==> src/verilog/ivs_pkg.sv <==
// Constants and carrier types for the interrupt vector, status and command registers.
// Assumes a 4 KB register window addressed by byte, one 32-bit word per register.
package ivs_pkg;

   // Geometry of the register window and the source set.
   localparam int NUM_SRC   = 32;
   localparam int ADDR_W    = 12;
   localparam int DATA_W    = 32;
   localparam int SRC_W     = 5;

   // Byte offsets of the registers.
   localparam logic [11:0] OFF_VEC_BASE = 12'h080;
   localparam logic [11:0] OFF_NVEC     = 12'h100;
   localparam logic [11:0] OFF_FVEC     = 12'h104;
   localparam logic [11:0] OFF_CUR      = 12'h108;
   localparam logic [11:0] OFF_PEND     = 12'h10C;
   localparam logic [11:0] OFF_MASK     = 12'h110;
   localparam logic [11:0] OFF_CORE     = 12'h114;
   localparam logic [11:0] OFF_EN_CMD   = 12'h120;
   localparam logic [11:0] OFF_DIS_CMD  = 12'h124;
   localparam logic [11:0] OFF_CLR_CMD  = 12'h128;
   localparam logic [11:0] OFF_SET_CMD  = 12'h12C;
   localparam logic [11:0] OFF_SPU      = 12'h134;
   localparam logic [11:0] OFF_EVT_STAT = 12'h150;
   localparam logic [11:0] OFF_EVT_MASK = 12'h154;

   // Vector slots occupy one aligned block; these pick it out of an address.
   localparam int          VEC_HI       = 11;
   localparam int          VEC_LO       = 7;
   localparam logic [4:0]  VEC_BLOCK    = 5'h01;
   localparam int          VEC_IDX_LO   = 2;

   // Field positions.
   localparam int FAST_SOURCE_BIT   = 0;
   localparam int SYSTEM_SOURCE_BIT = 1;
   localparam int FAST_LINE_STATE   = 0;
   localparam int NORMAL_LINE_STATE = 1;
   localparam int EVT_NEW_PEND      = 0;
   localparam int EVT_LINE_RISE     = 1;
   localparam int EVT_W             = 2;

   // Reset values.
   localparam logic [31:0] RST_WORD = 32'h0000_0000;
   localparam logic [1:0]  RST_EVT  = 2'h0;

   // One register access from software.
   typedef struct packed {
      logic [ADDR_W-1:0] addr;
      logic [DATA_W-1:0] wdata;
      logic              wr;
      logic              rd;
   } ivs_bus_t;

   // The whole state of the block apart from the vector slots.
   typedef struct packed {
      logic [NUM_SRC-1:0] mask;
      logic [NUM_SRC-1:0] pending;
      logic [DATA_W-1:0]  spu;
      logic [DATA_W-1:0]  rdata;
      logic               fast_act;
      logic               norm_act;
      logic [EVT_W-1:0]   evt_stat;
      logic [EVT_W-1:0]   evt_mask;
      logic               irq;
   } ivs_state_t;

endpackage

==> src/verilog/ivs_regs.sv <==
// Vector readout, status readout and per-source command registers of a vectored
// interrupt controller. Assumes the priority resolver outside supplies the current
// source number and a valid flag, and that source requests arrive as set pulses.
`timescale 1ns/1ps

// Summary of operation
// - A normal vector read returns the stored handler address of the current source.
// - The read itself indexes the vector slots with the current source number.
// - With no current interrupt the normal vector read returns the spurious vector.
// - A fast vector read returns the handler address stored in slot 0.
// - With no fast interrupt the fast vector read returns the spurious vector.
// - The status register shows the current source number in its low field.
// - The pending register has one bit per source, bit 0 fast and bit 1 system.
// - The mask register reads 1 for each enabled source and 0 for each disabled one.
// - Core status bit 0 shows whether the fast request line is active.
// - Core status bit 1 shows whether the normal request line is active.
// - Writing the enable command enables each source written as 1, others unchanged.
// - Writing the disable command disables each source written as 1, others unchanged.
// - Writing the clear command clears pending on each source written as 1 and not set by a source request in that cycle.
// - Writing the set command makes each source written as 1 pending.
module ivs_regs
   import ivs_pkg::*;
(
   input  wire logic               ref_clk,
   input  wire logic               reset,
   input  wire ivs_bus_t           bus,
   output logic [DATA_W-1:0]       rdata,
   input  wire logic [NUM_SRC-1:0] src_set,
   input  wire logic               cur_valid,
   input  wire logic [SRC_W-1:0]   cur_src,
   output logic                    fast_request_line_n,
   output logic                    normal_request_line_n,
   output logic                    irq
);

   // True when the address falls in the vector slot block.
   function automatic logic is_vec(input logic [ADDR_W-1:0] a);
      return a[VEC_HI:VEC_LO] == VEC_BLOCK;
   endfunction

   // Slot index carried by a vector block address.
   function automatic logic [SRC_W-1:0] vec_idx(input logic [ADDR_W-1:0] a);
      return a[VEC_IDX_LO+SRC_W-1:VEC_IDX_LO];
   endfunction

   ivs_state_t          st;
   ivs_state_t          next_st;
   logic [DATA_W-1:0]   vec [NUM_SRC];
   logic [DATA_W-1:0]   vec_cur;
   logic [DATA_W-1:0]   vec_fast;
   logic [NUM_SRC-1:0]  en_bits;
   logic [NUM_SRC-1:0]  dis_bits;
   logic [NUM_SRC-1:0]  clr_bits;
   logic [NUM_SRC-1:0]  sw_set_bits;
   logic [NUM_SRC-1:0]  set_all;
   logic [EVT_W-1:0]    evt_hit;
   logic                next_fast;
   logic                next_norm;

   // The slot lookups are combinational so a read sees the number of that very cycle.
   assign vec_cur  = vec[cur_src];
   assign vec_fast = vec[FAST_SOURCE_BIT];

   // Vector slots; software writes them, the readout only looks at them.
   always_ff @(posedge ref_clk or posedge reset) begin
      if (reset) begin
         for (int i = 0; i < NUM_SRC; i++) begin
            vec[i] <= RST_WORD;
         end
      end else if (bus.wr && is_vec(bus.addr)) begin
         vec[vec_idx(bus.addr)] <= bus.wdata;
      end
   end

   // Next-state logic for every register of the block apart from the vector slots.
   always_comb begin
      next_st     = st;
      en_bits     = '0;
      dis_bits    = '0;
      clr_bits    = '0;
      sw_set_bits = '0;
      evt_hit     = '0;
      if (bus.wr) begin
         case (bus.addr)
            OFF_EN_CMD:   en_bits     = bus.wdata;
            OFF_DIS_CMD:  dis_bits    = bus.wdata;
            OFF_CLR_CMD:  clr_bits    = bus.wdata;
            OFF_SET_CMD:  sw_set_bits = bus.wdata;
            OFF_SPU:      next_st.spu = bus.wdata;
            OFF_EVT_MASK: next_st.evt_mask = bus.wdata[EVT_W-1:0];
            default:      ;
         endcase
      end

      // Enable and disable never share a cycle, so the order below is only a tie rule.
      next_st.mask = (st.mask | en_bits) & ~dis_bits;

      // A source request landing with a clear keeps the source pending.
      set_all         = src_set | sw_set_bits;
      next_st.pending = (st.pending & ~clr_bits) | set_all;

      // Request lines are computed from the next state, so they change in the same cycle as the enabled pending sources.
      next_fast = next_st.pending[FAST_SOURCE_BIT] & next_st.mask[FAST_SOURCE_BIT];
      next_norm = |(next_st.pending[NUM_SRC-1:SYSTEM_SOURCE_BIT]
                    & next_st.mask[NUM_SRC-1:SYSTEM_SOURCE_BIT]);
      next_st.fast_act = next_fast;
      next_st.norm_act = next_norm;

      // Events: a source newly pending, or the normal line going active.
      evt_hit[EVT_NEW_PEND]  = |(set_all & ~st.pending);
      evt_hit[EVT_LINE_RISE] = next_norm & ~st.norm_act;
      if (bus.wr && bus.addr == OFF_EVT_STAT) begin
         next_st.evt_stat = st.evt_stat & ~bus.wdata[EVT_W-1:0];
      end
      // Setting after clearing lets a same-cycle event survive its clear.
      next_st.evt_stat = next_st.evt_stat | evt_hit;
      next_st.irq      = |(next_st.evt_stat & next_st.evt_mask);

      // Read data stand only in the cycle after the strobe.
      next_st.rdata = '0;
      if (bus.rd) begin
         if (is_vec(bus.addr)) begin
            next_st.rdata = vec[vec_idx(bus.addr)];
         end else begin
            case (bus.addr)
               OFF_NVEC: next_st.rdata = cur_valid ? vec_cur : st.spu;
               OFF_FVEC: next_st.rdata = st.fast_act ? vec_fast : st.spu;
               OFF_CUR:  next_st.rdata = {{(DATA_W-SRC_W){1'b0}}, cur_src};
               OFF_PEND: next_st.rdata = st.pending;
               OFF_MASK: next_st.rdata = st.mask;
               OFF_CORE: begin
                  next_st.rdata[FAST_LINE_STATE]   = st.fast_act;
                  next_st.rdata[NORMAL_LINE_STATE] = st.norm_act;
               end
               OFF_SPU:      next_st.rdata = st.spu;
               OFF_EVT_STAT: next_st.rdata = {{(DATA_W-EVT_W){1'b0}}, st.evt_stat};
               OFF_EVT_MASK: next_st.rdata = {{(DATA_W-EVT_W){1'b0}}, st.evt_mask};
               default:      next_st.rdata = '0;
            endcase
         end
      end
   end

   // State register; everything resets to zero, lines inactive.
   always_ff @(posedge ref_clk or posedge reset) begin
      if (reset) begin
         st <= '{mask: RST_WORD, pending: RST_WORD, spu: RST_WORD, rdata: RST_WORD,
                 fast_act: 1'b0, norm_act: 1'b0, evt_stat: RST_EVT,
                 evt_mask: RST_EVT, irq: 1'b0};
      end else begin
         st <= next_st;
      end
   end

   // Outputs straight from the state flops; the request lines are active low.
   assign rdata                 = st.rdata;
   assign fast_request_line_n   = ~st.fast_act;
   assign normal_request_line_n = ~st.norm_act;
   assign irq                   = st.irq;
endmodule // ivs_regs

==> config.mk <==
export PLATFORM = sky130hd
export DESIGN_NAME = ivs_regs
export DESIGN_NICKNAME = d
export VERILOG_FILES = /design/src/verilog/ivs_pkg.sv /design/src/verilog/ivs_regs.sv
export SDC_FILE = /design/constraint.sdc
export NUM_CORES = 2
export LEC_CHECK = 0
export ABC_AREA = 0
export BUFFER_PORTS_ARGS = -buffer_cell sky130_fd_sc_hd__buf_2
export CAP_MARGIN = 20
export CORE_ASPECT_RATIO = 1.1
export CORE_MARGIN = 5
export CORE_UTILIZATION = 30
export DETAILED_ROUTE_END_ITERATION = 6
export PLACE_DENSITY = 0.47
export SYNTH_ARGS = -nofsm -noshare
export SYNTH_HDL_FRONTEND = slang
export SYNTH_SLANG_ARGS = --single-unit
==> constraint.sdc <==
create_clock -name ref_clk -period 80.2 [get_ports ref_clk]
set_input_delay 8.02 -clock ref_clk [delete_from_list [all_inputs] [get_ports ref_clk]]
set_output_delay 8.02 -clock ref_clk [all_outputs]
set_load 0.01 [all_outputs]
Word level (Yosys, flattened, before mapping)
Index checks and enable logic that the tools add are counted.

Magnitude comparators: 3. Equality and inequality tests: 14. Multiplexer cells: 26. Bitwise operators: 20. Reductions and logical operators: 7.

Operator list (count): $bwmux W1024 (1); $mux W32 (17); $bmux W32 S5 (2); $pmux W30 S6 (1); $demux W32 S5 (1); $eq A12 B9 Y1 const B (13); $and A32 B32 Y32 (3); $not A32 Y32 (3); $or A32 B32 Y32 (3); $reduce_or A32 Y1 (1); $and A31 B31 Y31 (1); $reduce_or A31 Y1 (1); $pmux W2 S9 (1); $ge A6 B6 Y1 const B (2); $not A5 Y6 (2); $lt A6 B1 Y1 const B (1); $mux W2 (3); $eq A5 B1 Y1 const B (1); $and A2 B2 Y2 (2); $logic_and A1 B1 Y1 (3); $and A1 B1 Y1 (2); $not A1 Y1 (2); $not A2 Y2 (1); $or A2 B2 Y2 (1); 2 further kinds (2).

Register bits after elaboration: 1159. Output and inout bits: 35. Logic and storage cells: 111.

Longest topological paths before layout
Word-level depth: 12. Mapped depth: 12. Gate-level depth less buffers: 8.

Least setup slack after synthesis
OpenSTA, ideal clock, no wires.

Kind: input to register. Start point: input cur_src[0]. End point: register st (netlist bit rdata[15]). Arrival: 10.400 ns. Required time: 80.076 ns. Setup slack: 69.676 ns. Stages: 8. Cells stage by stage: clkbuf_1 > buf_2 > buf_1 > mux4_2 > mux4_2 > mux2i_1 > a211oi_1 > o31a_1.

RTL lines: from (decl) (line ivs_regs.sv:30) `input wire logic [SRC_W-1:0] cur_src,`; to (signal assigned) (line ivs_regs.sv:147) `st <= '{mask: RST_WORD, pending: RST_WORD, spu: RST_WORD, rdata: RST_WORD,`; to (signal assigned) (line ivs_regs.sv:151) `st <= next_st;`; to (decl) (line ivs_regs.sv:46) `ivs_state_t st;`.

==> results.sh <==
export IMPL_path_common_cell="buf_4"
export IMPL_netlist_area_um2=61500
export IMPL_clockBufferDepth=3
export IMPL_post_cts_resized=0
export IMPL_clk_latency_ps=790
export IMPL_grt_max_degree=122
export IMPL_p_per_area_nw_per_um2=19.5
export IMPL_die_w_um=442
export IMPL_antenna_found_initial=21
export IMPL_critPathSlowestCell="buf_4"
export IMPL_worstPathArrival_ps=12810
export IMPL_core_area_um2=204000
export IMPL_routedWlPerCell_um=33.7
export IMPL_required_ps=80860
export IMPL_drt_pre_antenna_iters=7
export IMPL_cp_startpoint="cur_src[0]"
export IMPL_viasPerCell=5.79
export IMPL_finalPower_uw=1360
export IMPL_pwr_share_clk=0.487
export IMPL_yosysSeqAreaShare=0.471
export IMPL_crit_path_end_kind="register"
export IMPL_crit_type="input pin to register"
export IMPL_start_util=0.301
export IMPL_finalWeightedCongestion=0.891
export IMPL_path_delay_family="buffers and inverters"
export IMPL_power_frac_seq=0.441
export IMPL_netlist_cell_type_count=74
export IMPL_finalCritPeriodShare=0.151
export IMPL_numCtsBuffers=140
export IMPL_wl_um=232000
export IMPL_rows=174
export IMPL_drive_above_1_share=0.529
export IMPL_slowest_delay_ps=830
export IMPL_yosys_warnings=0
export IMPL_status="complete, no violations"
export IMPL_cp_start_kind="input pin"
export IMPL_p_sw_frac=0.250
export IMPL_grt_usage=0.214
export IMPL_netlist_instances=4121
export IMPL_syn_to_final_growth_pct=13.2
export IMPL_cts_tree="built"
export IMPL_skew_ps=32.4
export IMPL_p_switching_uw=339
export IMPL_cap_violations=0
export IMPL_ys_ff_latch=1159
export IMPL_worstPathMaxFanout=60
export IMPL_cts_hold_buffers=0
export IMPL_r2r_start="vec[261]"
export IMPL_min_path_type="register to register"
export IMPL_grt_pass1_wl_um=330000
export IMPL_cts_max_level=4
export IMPL_drtAntennaViolNets=0
export IMPL_avgSynthCellArea_um2=14.9
export IMPL_dr_first_iter_drc_count=3433
export IMPL_place_ws_ps=67050
export IMPL_syn_num_nets=4207
export IMPL_internal_power_uw=1020
export IMPL_slew_violations=0
export IMPL_synthArstFlopShare=1.00
export IMPL_cts_setup_buffers=0
export IMPL_synth_edff_count=0
export IMPL_num_vias=39925
export IMPL_layout_nets=4135
export IMPL_whs_ps=518
export IMPL_cts_root_buf="clkbuf_16"
export IMPL_final_cell_area_um2=69600
export IMPL_cts_sink_count=1159
export IMPL_rsz0062_at_grt="false"
export IMPL_path_buf_inv=4
export IMPL_setup_ws_ps=68060
export IMPL_fmax_mhz=82.4
export IMPL_io_buffers=120
export IMPL_dp_hpwl_um=143000
export IMPL_grt_pass1_vias=41114
export IMPL_synth_main_ff_cell="dfrtp_1"
export IMPL_share_comb_of_total_power=0.072
export IMPL_drc_errors=0
export IMPL_placed_cell_area_um2=64800
export IMPL_p_leak_uw=0.0308
export IMPL_ios=121
export IMPL_overflow=0
export IMPL_max_slew_margin_rel=0.161
export IMPL_setup_tns_ps=0
export IMPL_min_period_ps=12140
export IMPL_finalHoldViolations=0
export IMPL_ir_drop_uv=18.1
export IMPL_tightest_slew_ps=1230
export IMPL_setup_viol_count_final=0
export IMPL_crit_chain="buf_8 -> buf_4 -> buf_4 -> buf_4 -> mux4_2 -> mux4_2 -> mux2i_1 -> a211oi_1 -> o31a_1"
export IMPL_min_from="vec[554]"
export IMPL_die_y_um=485
export IMPL_die_area_um2=214000
export IMPL_clk_pin_slew_worst_paths_ps=50
[Yosys cell counts, types with 7 or more instances]
cell,n,area share
dfrtp_1,1159,0.47
mux2_2,1069,0.20
mux4_2,582,0.21
clkbuf_1,213,0.013
buf_2,147,0.012
nand2_1,108,0.0066
nor2_1,95,0.0058
o21ai_0,91,0.0074
o22ai_1,81,0.0082
a22oi_1,64,0.0078
buf_1,62,0.0038
mux2i_1,49,0.0080
buf_4,37,0.0045
a211oi_1,31,0.0038
inv_1,25,0.0015
a21oi_1,22,0.0018
nand3_1,22,0.0018
nor3_1,19,0.0015
a31oi_1,16,0.0016
a41oi_1,15,0.0021
nand4_1,15,0.0015
o31a_1,15,0.0021
a2111oi_0,14,0.0020
o21a_1,14,0.0017
o31ai_1,14,0.0017
and2_1,11,0.0011
and4b_1,11,0.0018
or2_2,10,0.0010
a21bo_2,9,0.0015
o211ai_1,9,0.0011
and3_1,7,0.00071
o2111ai_1,7,0.0010
[state kept, by name, indices dropped and copies added, names as in the netlist]
name,cells
vec_fast,32
rdata,32
vec,992
st,102
irq,1
[routing by layer]
metal  track usage  share of wire
met2         0.340           0.47
met4        0.0917          0.048
met1         0.288           0.42
met3        0.0378          0.057
met5             0        0.00020
[power groups by stage]
| stage | registers (uW) | clock network [uW] | logic, uW |
|---|---|---|---|
| 2_1_floorplan | 609 | 0 | 62.5 |
| 3_3_place_gp | 609 | 0 | 98.7 |
| 3_5_place_dp | 609 | 0 | 99.0 |
| 4_1_cts | 599 | 678 | 99.1 |
| 5_1_grt | 600 | 701 | 104 |
| 6_report | 599 | 663 | 97.8 |
[cells in the final DEF, fill, tap and decap left out, types with 24 or more instances in the layout]
cell type     n
a211oi_1     31
a22oi_1      64
buf_2       110
buf_4       126
clkbuf_1     28
clkbuf_16   142
clkbuf_8     35
dfrtp_1    1159
inv_1        24
mux2_2     1069
mux2i_1      49
mux4_2      582
nand2_1     103
nor2_1       62
nor2_4       33
o21ai_0      91
o22ai_1      81
[worst paths after layout]
kind / slack, ps / endpoint / cells after the start
max: 68060 / rdata[1] / 9
min: 520 / vec[554] / 1
max reg2reg: 77650 / rdata[5] / 7
min reg2reg: 520 / vec[554] / 1
max in group asynchronous: 68650 / st[57] / 6
min in group asynchronous: 7350 / vec[728] / 2
[cell families after synthesis]
| group | after synthesis | synth area share |
|---|---|---|
| mux | 1701 | 0.417 |
| buf+inv | 486 | 0.0349 |
| flops | 1159 | 0.471 |
| simple gates | 336 | 0.0272 |
| compound gates | 439 | 0.0494 |
[stage by stage]
stage	utilization	std cells
2_1_floorplan	-	4121
3_3_place_gp	0.317	6634
3_5_place_dp	0.317	6634
4_1_cts	0.341	6885
5_1_grt	0.341	6890
6_report	0.341	6891
[worst reg2reg max path, cell delays in order (launching register included)]
cell,delay (ps)
dfrtp_1,390
mux4_2,530
mux4_2,510
mux2i_1,280
nand2_1,80
o21ai_0,90
o2111ai_1,280
and2_1,280
[area by class of cell]
| type | instances | area [um^2] |
|---|---|---|
| Fill cell | 19948 | 135000 |
| Multi-Input combinational cell | 2476 | 30700 |
| Sequential cell | 1159 | 29000 |
| Clock buffer | 205 | 4140 |
| Tap cell | 2728 | 3410 |
| Timing Repair Buffer | 245 | 1660 |
| Clock inverter | 46 | 629 |
| Inverter | 27 | 109 |
| Antenna cell | 5 | 12.5 |
No activity file was read; power rests on OpenSTA's default activity.
